## src/rdah_pkg.sv

```systemverilog
// Purpose: Constants for the alarm-register I2C bus master controller.
// Assumes: 200 MHz system clock, 200 kHz fast-mode style SCL timing.
// Notes:   Device register map is that of the remote clock chip.
package rdah_pkg;
	localparam logic [6:0] DEV_ADDR        = 7'h32;
	localparam logic [3:0] REG_ALARM_MIN   = 4'hB;
	localparam logic [3:0] REG_ALARM_HOUR  = 4'hC;
	localparam logic [3:0] FMT_WRITE       = 4'h0;
	localparam logic [3:0] FMT_FAST_READ   = 4'h4;
	localparam logic [7:0] MIN_VALID_MASK  = 8'h7F;
	localparam logic [7:0] HOUR_VALID_MASK = 8'h3F;
	localparam logic [7:0] HOUR_PM_BIT     = 8'h20;
	// Avalon offsets (word index in low bits of address)
	localparam logic [1:0] OFS_CTRL        = 2'h0;
	localparam logic [1:0] OFS_STATUS      = 2'h1;
	localparam logic [1:0] OFS_MINUTE      = 2'h2;
	localparam logic [1:0] OFS_HOUR        = 2'h3;
	// Control bit positions
	localparam int CTRL_GO_WRITE = 0;
	localparam int CTRL_GO_READ  = 1;
	// Timing
	localparam int CLK_PERIOD_NS  = 5;
	localparam int QTR_PERIOD_NS  = 1250;
	localparam int QTR_CYCLES     = QTR_PERIOD_NS / CLK_PERIOD_NS;
	localparam logic [7:0] RESET_BYTE = 8'h00;
endpackage : rdah_pkg

```

## src/rdah_bitphy.sv

```systemverilog
// Purpose: Bit-level engine: start, stop, one byte plus acknowledge.
// Assumes: Open-drain lines; enables high pull the wire low.
// Notes:   SDA read back through two flip-flops before use.
`timescale 1ns/1ps
module rdah_bitphy (
	input  wire logic       clk_i,
	input  wire logic       rst_n_i,
	input  wire logic [1:0] cmd_i,
	input  wire logic       cmd_valid_i,
	input  wire logic [7:0] tx_byte_i,
	input  wire logic       tx_ack_i,
	output logic            busy_o,
	output logic            done_o,
	output logic [7:0]      rx_byte_o,
	output logic            rx_ack_o,
	input  wire logic       sda_i,
	output logic            scl_o,
	output logic            scl_oe_o,
	output logic            sda_o,
	output logic            sda_oe_o
);
	// cmd: 0 start, 1 stop, 2 byte
	localparam int QC = rdah_pkg::QTR_CYCLES;
	logic [8:0]  tmr_q;
	logic [5:0]  ph_q;
	logic [1:0]  cmd_q;
	logic [8:0]  sh_q;
	logic        sda_m_q, sda_s_q;
	logic        scl_lo_q, sda_lo_q;
	logic        tick;
	logic [5:0]  last_ph;

	assign tick    = (tmr_q == 9'(QC - 1));
	assign last_ph = (cmd_q == 2'd2) ? 6'd35 : 6'd3;
	assign scl_o   = 1'b0;
	assign sda_o   = 1'b0;
	assign scl_oe_o = scl_lo_q;
	assign sda_oe_o = sda_lo_q;   // Only ever pulls low

	always_ff @(posedge clk_i) begin
		if (!rst_n_i) begin
			sda_m_q <= 1'b1;
			sda_s_q <= 1'b1;
		end else begin
			sda_m_q <= sda_i;
			sda_s_q <= sda_m_q;
		end
	end

	always_ff @(posedge clk_i) begin
		if (!rst_n_i) begin
			busy_o   <= 1'b0;
			done_o   <= 1'b0;
			tmr_q    <= '0;
			ph_q     <= '0;
			cmd_q    <= '0;
			sh_q     <= '0;
			scl_lo_q <= 1'b0;   // Both lines released at reset
			sda_lo_q <= 1'b0;
			rx_byte_o <= '0;
			rx_ack_o <= 1'b1;
		end else begin
			done_o <= 1'b0;
			if (!busy_o) begin
				// Ack let go one clock after SCL falls, never on the same edge
				if (cmd_q == 2'd2) begin
					sda_lo_q <= 1'b0;
				end
				if (cmd_valid_i) begin
					busy_o <= 1'b1;
					cmd_q  <= cmd_i;
					ph_q   <= '0;
					tmr_q  <= '0;
					sh_q   <= {tx_byte_i, tx_ack_i};
				end
			end else begin
				tmr_q <= tick ? 9'd0 : tmr_q + 9'd1;
				if (tick) begin
					unique case (cmd_q)
						2'd0: begin
							// SDA falls while SCL high works as repeated start
							unique case (ph_q[1:0])
								2'd0: begin
									sda_lo_q <= 1'b0;
									scl_lo_q <= 1'b0;
								end
								2'd1: sda_lo_q <= 1'b1;
								2'd2: scl_lo_q <= 1'b1;
								default: ;
							endcase
						end
						2'd1: begin
							// SDA rises while SCL high
							unique case (ph_q[1:0])
								2'd0: sda_lo_q <= 1'b1;
								2'd1: scl_lo_q <= 1'b0;
								2'd2: sda_lo_q <= 1'b0;
								default: ;
							endcase
						end
						default: begin
							// Data set only with SCL low 9th slot is ack
							unique case (ph_q[1:0])
								2'd0: sda_lo_q <= ~sh_q[8];
								2'd1: scl_lo_q <= 1'b0;
								2'd2: sh_q <= {sh_q[7:0], sda_s_q};
								default: scl_lo_q <= 1'b1;
							endcase
						end
					endcase
					if (ph_q == last_ph) begin
						busy_o <= 1'b0;
						done_o <= 1'b1;
						if (cmd_q == 2'd2) begin
							rx_byte_o <= sh_q[8:1];
							rx_ack_o  <= sh_q[0];
						end
					end else begin
						ph_q <= ph_q + 6'd1;
					end
				end
			end
		end
	end

	a_idle_released: assert property (@(posedge clk_i) disable iff (!rst_n_i)
		(!busy_o && cmd_q == 2'd1) |-> (!scl_lo_q && !sda_lo_q))
		else $error("SCL held low while idle");
	a_data_stable: assert property (@(posedge clk_i) disable iff (!rst_n_i)
		(cmd_q == 2'd2 && busy_o && !scl_lo_q && !$past(scl_lo_q)) |-> $stable(sda_lo_q))
		else $error("SDA moved while SCL high in a byte");
	a_done_pulse: assert property (@(posedge clk_i) disable iff (!rst_n_i)
		done_o |=> !done_o)
		else $error("done longer than one cycle");
endmodule : rdah_bitphy

```

## src/rdah_ctrl.sv

```systemverilog
// Purpose: Avalon-controlled I2C master that writes and reads the daily alarm pair.
// Assumes: Single master, device at the fixed address, SCL not stretched.
// Notes:   Reads use the pointer-then-direct-read format to avoid a repeated start.
`timescale 1ns/1ps
// Operation
// - Software writes only real times into the alarm registers.
// - Both lines released high when no transfer runs.
// - Data changes only while clock is low.
// - Only the master issues start and stop; this controller does.
// - Data moves as 8-bit bytes, any number per access.
// - After each byte, sender releases data; receiver acks in ninth clock.
// - Acknowledging receiver releases data on ninth falling edge; this master lets go one clock after that edge.
// - Master withholds ack after last read byte, then stops.
// - First byte is 7-bit address MSB first plus direction bit.
// - Start before stop is a repeated start with a new address.
// - Write second byte holds pointer and format field; format 0000 for writes.
module rdah_ctrl (
	input  wire logic        CLK_I,
	input  wire logic        RST_N_I,
	input  wire logic [3:0]  AVS_ADDRESS_I,
	input  wire logic        AVS_READ_I,
	input  wire logic        AVS_WRITE_I,
	input  wire logic [31:0] AVS_WRITEDATA_I,
	output logic [31:0]      AVS_READDATA_O,
	output logic             AVS_WAITREQUEST_O,
	input  wire logic        SCL_I,
	output logic             SCL_O,
	output logic             SCL_OE_O,
	input  wire logic        SDA_I,
	output logic             SDA_O,
	output logic             SDA_OE_O
);
	typedef enum logic [9:0] {
		ST_IDLE  = 10'b0000000001,
		ST_START = 10'b0000000010,
		ST_ADDR  = 10'b0000000100,
		ST_PTR   = 10'b0000001000,
		ST_WMIN  = 10'b0000010000,
		ST_WHOUR = 10'b0000100000,
		ST_RMIN  = 10'b0001000000,
		ST_RHOUR = 10'b0010000000,
		ST_STOP  = 10'b0100000000,
		ST_WAIT  = 10'b1000000000
	} rdah_state_e;

	rdah_state_e st_q, ret_q;
	logic        rd_q;
	logic [7:0]  min_q, hour_q;
	logic [7:0]  rmin_q, rhour_q;
	logic        nack_q, done_q;
	logic [1:0]  cmd_q;
	logic        cmd_v_q;
	logic [7:0]  txb_q;
	logic        txa_q;
	logic        phy_busy, phy_done, phy_ack;
	logic [7:0]  phy_rx;
	logic        scl_m_q, scl_s_q;
	logic        busy;
	logic        unused_scl;
	logic [31:0] rdata;
	logic        rd_ack_q;

	// Valid-bit masking shared by write and read paths
	function automatic logic [7:0] fld_mask(input logic [7:0] v, input logic [7:0] m);
		fld_mask = v & m;
	endfunction : fld_mask

	assign busy = (st_q != ST_IDLE);
	// Writes other than to status stall while a transfer runs; reads wait one cycle for registered data
	assign AVS_WAITREQUEST_O = (AVS_READ_I && !rd_ack_q) ||
	                           (AVS_WRITE_I && busy && (AVS_ADDRESS_I[1:0] != rdah_pkg::OFS_STATUS));

	// SCL readback synchronised only for monitoring; no stretching support
	always_ff @(posedge CLK_I) begin
		if (!RST_N_I) begin
			scl_m_q <= 1'b1;
			scl_s_q <= 1'b1;
		end else begin
			scl_m_q <= SCL_I;
			scl_s_q <= scl_m_q;
		end
	end
	assign unused_scl = scl_s_q;

	always_ff @(posedge CLK_I) begin
		if (!RST_N_I) begin
			min_q  <= rdah_pkg::RESET_BYTE;
			hour_q <= rdah_pkg::RESET_BYTE;
		end else if (AVS_WRITE_I && !AVS_WAITREQUEST_O) begin
			unique case (AVS_ADDRESS_I[1:0])
				// Upper bits forced zero before sending
				rdah_pkg::OFS_MINUTE: min_q <= fld_mask(AVS_WRITEDATA_I[7:0], rdah_pkg::MIN_VALID_MASK);
				rdah_pkg::OFS_HOUR:   hour_q <= fld_mask(AVS_WRITEDATA_I[7:0], rdah_pkg::HOUR_VALID_MASK);
				default: ;
			endcase
		end
	end

	always_comb begin
		rdata = 32'h0;
		unique case (AVS_ADDRESS_I[1:0])
			rdah_pkg::OFS_CTRL:   rdata = {31'h0, rd_q};
			rdah_pkg::OFS_STATUS: rdata = {29'h0, nack_q, done_q, busy};
			// Hour bit 5 passes through as PM flag or tens-twenty
			rdah_pkg::OFS_MINUTE: rdata = {24'h0, rmin_q};
			default:              rdata = {24'h0, rhour_q};
		endcase
	end

	// Read data from a flop; it stands while waitrequest is low
	always_ff @(posedge CLK_I) begin
		if (!RST_N_I) begin
			rd_ack_q       <= 1'b0;
			AVS_READDATA_O <= 32'h0;
		end else begin
			rd_ack_q       <= AVS_READ_I && !rd_ack_q;
			AVS_READDATA_O <= rdata;
		end
	end

	always_ff @(posedge CLK_I) begin
		if (!RST_N_I) begin
			st_q    <= ST_IDLE;
			ret_q   <= ST_IDLE;
			rd_q    <= 1'b0;
			nack_q  <= 1'b0;
			done_q  <= 1'b0;
			cmd_q   <= 2'd0;
			cmd_v_q <= 1'b0;
			txb_q   <= 8'h00;
			txa_q   <= 1'b1;
			rmin_q  <= rdah_pkg::RESET_BYTE;   // Shown as zero until read back
			rhour_q <= rdah_pkg::RESET_BYTE;
		end else begin
			cmd_v_q <= 1'b0;
			unique case (st_q)
				ST_IDLE: begin
					if (AVS_WRITE_I && AVS_ADDRESS_I[1:0] == rdah_pkg::OFS_CTRL &&
					    (AVS_WRITEDATA_I[rdah_pkg::CTRL_GO_WRITE] ||
					     AVS_WRITEDATA_I[rdah_pkg::CTRL_GO_READ])) begin
						rd_q    <= AVS_WRITEDATA_I[rdah_pkg::CTRL_GO_READ];
						done_q  <= 1'b0;
						nack_q  <= 1'b0;
						cmd_q   <= 2'd0;   // Master alone creates start
						cmd_v_q <= 1'b1;
						st_q    <= ST_WAIT;
						ret_q   <= ST_START;
					end else if (AVS_WRITE_I && AVS_ADDRESS_I[1:0] == rdah_pkg::OFS_STATUS &&
					             AVS_WRITEDATA_I[1]) begin
						done_q <= 1'b0;
					end
				end
				ST_WAIT: begin
					if (phy_done) begin
						st_q <= ret_q;
					end
				end
				ST_START: begin
					// Address MSB first, direction write
					txb_q   <= {rdah_pkg::DEV_ADDR, 1'b0};
					txa_q   <= 1'b1;
					cmd_q   <= 2'd2;
					cmd_v_q <= 1'b1;
					st_q    <= ST_WAIT;
					ret_q   <= ST_ADDR;
				end
				ST_ADDR: begin
					if (phy_ack) begin
						// No ack from device: give up
						nack_q  <= 1'b1;
						cmd_q   <= 2'd1;
						cmd_v_q <= 1'b1;
						st_q    <= ST_WAIT;
						ret_q   <= ST_STOP;
					end else begin
						// Pointer plus format nibble
						txb_q   <= {rdah_pkg::REG_ALARM_MIN,
						            rd_q ? rdah_pkg::FMT_FAST_READ : rdah_pkg::FMT_WRITE};
						cmd_q   <= 2'd2;
						cmd_v_q <= 1'b1;
						st_q    <= ST_WAIT;
						ret_q   <= ST_PTR;
					end
				end
				ST_PTR: begin
					cmd_q   <= 2'd2;
					cmd_v_q <= 1'b1;
					st_q    <= ST_WAIT;
					if (phy_ack) begin
						nack_q  <= 1'b1;
						cmd_q   <= 2'd1;
						ret_q   <= ST_STOP;
					end else if (rd_q) begin
						// Master acks first data byte, releases line to receive
						txb_q <= 8'hFF;
						txa_q <= 1'b0;
						ret_q <= ST_RMIN;
					end else begin
						txb_q <= min_q;   // Software-supplied time
						ret_q <= ST_WMIN;
					end
				end
				ST_WMIN: begin
					// Device pointer now at hour register
					cmd_q   <= phy_ack ? 2'd1 : 2'd2;
					nack_q  <= phy_ack;
					txb_q   <= hour_q;
					cmd_v_q <= 1'b1;
					st_q    <= ST_WAIT;
					ret_q   <= phy_ack ? ST_STOP : ST_WHOUR;
				end
				ST_WHOUR: begin
					nack_q  <= phy_ack;
					cmd_q   <= 2'd1;
					cmd_v_q <= 1'b1;
					st_q    <= ST_WAIT;
					ret_q   <= ST_STOP;
				end
				ST_RMIN: begin
					rmin_q  <= fld_mask(phy_rx, rdah_pkg::MIN_VALID_MASK);
					// Last byte gets no ack
					txb_q   <= 8'hFF;
					txa_q   <= 1'b1;
					cmd_q   <= 2'd2;
					cmd_v_q <= 1'b1;
					st_q    <= ST_WAIT;
					ret_q   <= ST_RHOUR;
				end
				ST_RHOUR: begin
					rhour_q <= fld_mask(phy_rx, rdah_pkg::HOUR_VALID_MASK);
					cmd_q   <= 2'd1;   // Stop resets device pointer to F
					cmd_v_q <= 1'b1;
					st_q    <= ST_WAIT;
					ret_q   <= ST_STOP;
				end
				ST_STOP: begin
					done_q <= 1'b1;
					st_q   <= ST_IDLE;
				end
				default: st_q <= ST_IDLE;
			endcase
		end
	end

	rdah_bitphy u_phy (
		.clk_i       (CLK_I),
		.rst_n_i     (RST_N_I),
		.cmd_i       (cmd_q),
		.cmd_valid_i (cmd_v_q),
		.tx_byte_i   (txb_q),
		.tx_ack_i    (txa_q),
		.busy_o      (phy_busy),
		.done_o      (phy_done),
		.rx_byte_o   (phy_rx),
		.rx_ack_o    (phy_ack),
		.sda_i       (SDA_I),
		.scl_o       (SCL_O),
		.scl_oe_o    (SCL_OE_O),
		.sda_o       (SDA_O),
		.sda_oe_o    (SDA_OE_O)
	);

	a_min_mask: assert property (@(posedge CLK_I) disable iff (!RST_N_I)
		rmin_q[7] == 1'b0)
		else $error("minute bit 7 not zero");
	a_hour_mask: assert property (@(posedge CLK_I) disable iff (!RST_N_I)
		rhour_q[7:6] == 2'b00)
		else $error("hour upper bits not zero");
	a_sda_open: assert property (@(posedge CLK_I) disable iff (!RST_N_I)
		SDA_O == 1'b0)
		else $error("SDA driven high");
	a_idle_lines: assert property (@(posedge CLK_I) disable iff (!RST_N_I)
		(st_q == ST_IDLE && $past(st_q) == ST_IDLE) |-> (!SCL_OE_O && !SDA_OE_O))
		else $error("line held while idle");
	a_nack_stops: assert property (@(posedge CLK_I) disable iff (!RST_N_I)
		(st_q == ST_ADDR && phy_ack) |=> (ret_q == ST_STOP && cmd_q == 2'd1))
		else $error("nack not followed by stop");
	a_last_noack: assert property (@(posedge CLK_I) disable iff (!RST_N_I)
		(st_q == ST_RMIN) |=> (txa_q && ret_q == ST_RHOUR))
		else $error("last read byte acked");
	a_ptr_format: assert property (@(posedge CLK_I) disable iff (!RST_N_I)
		(st_q == ST_ADDR && !phy_ack) |=> (txb_q[7:4] == rdah_pkg::REG_ALARM_MIN &&
		 txb_q[3:0] == (rd_q ? rdah_pkg::FMT_FAST_READ : rdah_pkg::FMT_WRITE)))
		else $error("pointer byte wrong");
	a_addr_byte: assert property (@(posedge CLK_I) disable iff (!RST_N_I)
		(st_q == ST_START) |=> (txb_q == {rdah_pkg::DEV_ADDR, 1'b0}))
		else $error("address byte wrong");
	a_stop_done: assert property (@(posedge CLK_I) disable iff (!RST_N_I)
		(st_q == ST_STOP) |=> (done_q && st_q == ST_IDLE))
		else $error("done not set after stop");
	a_phy_free: assert property (@(posedge CLK_I) disable iff (!RST_N_I)
		cmd_v_q |-> !phy_busy)
		else $error("command issued while bit engine busy");
	a_scl_free: assert property (@(posedge CLK_I) disable iff (!RST_N_I)
		(!SCL_OE_O && !$past(SCL_OE_O) && !$past(SCL_OE_O, 2)) |-> unused_scl)
		else $error("SCL low although released");
	a_go_starts: assert property (@(posedge CLK_I) disable iff (!RST_N_I)
		(st_q == ST_IDLE && AVS_WRITE_I && AVS_ADDRESS_I[1:0] == rdah_pkg::OFS_CTRL &&
		 (AVS_WRITEDATA_I[rdah_pkg::CTRL_GO_WRITE] || AVS_WRITEDATA_I[rdah_pkg::CTRL_GO_READ]))
		|=> (st_q == ST_WAIT && cmd_q == 2'd0 && !done_q))
		else $error("go did not start a transfer");
	c_write_done: cover property (@(posedge CLK_I) disable iff (!RST_N_I)
		st_q == ST_STOP && !rd_q && !nack_q);
	c_read_done: cover property (@(posedge CLK_I) disable iff (!RST_N_I)
		st_q == ST_STOP && rd_q && !nack_q);
	c_nack: cover property (@(posedge CLK_I) disable iff (!RST_N_I) nack_q && done_q);
endmodule : rdah_ctrl

```

## config.mk

```make
export PLATFORM = sky130hd
export DESIGN_NAME = rdah_ctrl
export DESIGN_NICKNAME = d
export VERILOG_FILES = /design/src/rdah_pkg.sv /design/src/rdah_bitphy.sv /design/src/rdah_ctrl.sv
export SDC_FILE = /design/constraint.sdc
export NUM_CORES = 1
export LEC_CHECK = 0
export BUFFER_PORTS_ARGS = -buffer_cell sky130_fd_sc_hd__buf_2
export CAP_MARGIN = 30
export CORE_AREA = 2 2 146 148
export CTS_CLUSTER_DIAMETER = 100
export CTS_CLUSTER_SIZE = 8
export DETAILED_ROUTE_END_ITERATION = 6
export DIE_AREA = 0 0 148 150
export SLEW_MARGIN = 20
export SYNTH_ARGS = -nofsm -noshare
export SYNTH_HDL_FRONTEND = slang
export SYNTH_SLANG_ARGS = --single-unit
```

## constraint.sdc

```tcl
create_clock -name CLK_I -period 2.5 [get_ports CLK_I]
set_input_delay 0.125 -clock CLK_I [delete_from_list [all_inputs] [get_ports CLK_I]]
set_output_delay 0.125 -clock CLK_I [all_outputs]
set_load 0.1 [all_outputs]
```

==> results.md <==
- Status: complete, no violations
- Rel. slew slack: 0.473
- Max Freq: 469 MHz
- Logic pwr share: 0.121
- Final hold vios: 0
- Asr flop ratio synth: 0
- Initial antenna violation count: 0
- Root buffer cell: clkbuf_16
- Via count of the routed design: 3933
- Crit end category: flop
- CTS resizes: 0
- Post-detail-place hpwl: 8200 µm
- Slowest CP cell: nor4_4
- RSZ-0062 raised after global routing: false
- Dominant synthesized flop cell: dfxtp_1
- Seq cells post-synth: 108
- Fin area: 5730 µm²
- Slew Limit Fails: 0
- Mapped Area: 5060 µm²
- Num ports: 79
- Post-synthesis sequential area ratio: 0.427
- Initial Utilization: 0.245
- Seq pwr share: 0.478
- Hold Buf Count CTS: 2
- 1st-iter DRT viols: 238
- IO buf count: 23
- Worst slew pin tran: 0.781 ns
- Most frequent cells in the layout: dfxtp_1, nor2_1, mux2i_1
- Power Internal: 2650 µW
- Die width: 148 µm
- WL final: 11600 µm
- Largest net degree at the start of global routing: 32
- Clock-pin slew on the worst setup and hold paths: 0.08 ns
- RD Place Congestion: 0.794
- Fraction of layout cells with a size suffix above 1: 0.138
- Total track usage: 0.106
- DR WL/cell: 13.4 µm
- DRC: 0
- H-tree depth: 3
- Global-route wire length before repair: 18800 µm
- Non-filler cells, final: 864
- Setup Crit Path Kind: flop to flop
- Tightest Hold Check Type: primary input to flop
- Clock skew: 0.0137 ns
- Critical path peak fanout: 8
- CTS buffer count: 9
- Power per cell area: 650 nW/µm²
- Number of flops mapped to enable cells by yosys: 0
- Worst Setup Start Kind: flop
- Max-cap violations: 0
- Post-Synthesis Cells: 564
- Worst vdd ir: 0.343 mV
- WP data required: 2.75 ns
- CTS tree: built
- Max Root-Sink Buffers: 2
- P&R area growth vs syn: 13.2%
- Sw Ratio: 0.289
- Worst path bufs/invs: 1
- Die ar.: 22200 µm²
- Synth unique cells: 69
- Setup WS pre-CTS: 0.377 ns
- Static Leakage: 0.00229 µW
- Arr. time, crit path: 2.39 ns
- Die H: 150 µm
- Sw Pwr: 1080 µW
- Cell taking the most area after synthesis: dfxtp_1
- Gr ovfl total: 0
- Placed Area: 5400 µm²
- Layout Nets: 632
- Family with the most delay on the worst path: simple AND/OR/NAND/NOR gates
- Post-CTS setup buffer count: 0
- Vias per cell: 4.55
- Syn_area_per_cell: 8.98 µm²
- Yosys top cell area share: 0.427
- Dpl cells: 846
- CP max stage delay: 0.48 ns
- Most common library cell in the layout ignoring fill and taps: dfxtp_1
- FP Rows: 53
- CTS sink count: 108
- Vias in the first global route: 3616
- Clock power frac: 0.402
- Critical Path, Cell by Cell: nor4_4 > nand2_1 > buf_4 > o311ai_0 > nor3_1 > or2_2
- Yosys warnings: 0
- Endpoints failing setup: 0
- Tmin final: 2.13 ns
- Setup_tns: 0 ns
- Final ANT Viol Nets: 0
- Clock Latency Late Sink: 0.36 ns
- Core ar.: 20700 µm²
- Drt pass-1 iters: 5
- Top cells by area, synth: dfxtp_1, mux2i_1, nor2_1
- Ant diodes: 0
- Fin worst setup slack: 0.367 ns
- Final period util: 0.853
[sequential cells by signal, indices dropped and copies added (netlist names), 2 cells and up]
| register | count |
|---|---|
| u_phy.tmr_q | 9 |
| AVS_READDATA_O | 7 |
| cmd_q | 2 |
| min_q | 7 |
| u_phy.sh_q | 9 |
| txb_q | 8 |
| st_q | 10 |
| ret_q | 9 |
| u_phy.cmd_q | 2 |
| hour_q | 6 |
| rhour_q | 6 |
| rmin_q | 7 |
| u_phy.ph_q | 6 |
| u_phy.rx_byte_o | 7 |
[power by group through the flow]
| stage | combinational [µW] | clock [µW] | sequential, µW |
|---|---|---|---|
| 3_5_place_dp | 448 | 0 | 1820 |
| 2_1_floorplan | 409 | 0 | 1820 |
| 5_1_grt | 479 | 1600 | 1780 |
| 3_3_place_gp | 444 | 0 | 1820 |
| 6_report | 449 | 1500 | 1780 |
| 4_1_cts | 451 | 1530 | 1780 |
[cell usage after synthesis (all sizes together) (10+ instances only)]
library cell / n
mux2i: 42
a211oi: 10
dfxtp: 108
o21ai: 25
buf: 40
clkbuf: 20
nand3: 19
a21oi: 22
inv: 14
and2: 12
nand2: 41
nor2: 72
[worst reg2reg max path, cell delays in order (launching register included)]
cell      delay (ns)
dfxtp_1         0.42
nor4_4          0.48
nand2_1         0.14
buf_4           0.18
o311ai_0        0.42
nor3_1          0.11
or2_2           0.28
[final timing paths]
kind / from / to / slack [ns] / cells after the start
setup / recovery: st_q[5]$_SDFFE_PN0P_ / st_q[0]$_SDFFE_PN1P_ / 0.37 / 6
hold / removal: AVS_WRITEDATA_I[2] / hour_q[2]$_SDFFE_PN0P_ / 0.01 / 3
setup reg to reg: st_q[5]$_SDFFE_PN0P_ / st_q[0]$_SDFFE_PN1P_ / 0.37 / 6
hold reg to reg: u_phy.sda_m_q$_SDFF_PN1_ / u_phy.sda_s_q$_SDFF_PN1_ / 0.41 / 1
[cells by family (layout without fill, tap and decap cells)]
logic type,count (synthesis),after routing,share of synthesized area
AOI/OAI and AO/OA,105,105,0.142
xor gates and xnor gates,6,6,0.0104
adders and majority gates,6,6,0.0148
buffers and inverters,74,73,0.0811
DFF,108,108,0.427
muxes,46,46,0.0949
other,1,27,0.000741
and+or+nand+nor,218,218,0.229
[metal layers]
layer	wire, µm	global-route usage	up-vias
met5	0	0	-
met1	5600	0.149	1815
met4	255	0.0452	0
li1	-	-	2004
met2	5110	0.161	97
met3	623	0.0180	17
[stage by stage]
step	utilization	power, µW	hold slack [ns]
2_1_floorplan	-	2230	0.226
3_5_place_dp	0.261	2270	0.364
5_1_grt	0.277	3860	0.0253
4_1_cts	0.277	3760	0.00725
3_3_place_gp	0.261	2260	0.359
6_report	0.277	3730	0.0147
[cell type report]
type                       count  area [µm²]
timing repair buffer          43         270
clock inverter                 6        78.8
inverter                      14        52.6
sequential                   108        2160
fill                        2221       15000
multi-input combinational    408        2590
clock buffer                  10         229
tap                          275         344
(Power assumes the default switching activity.)
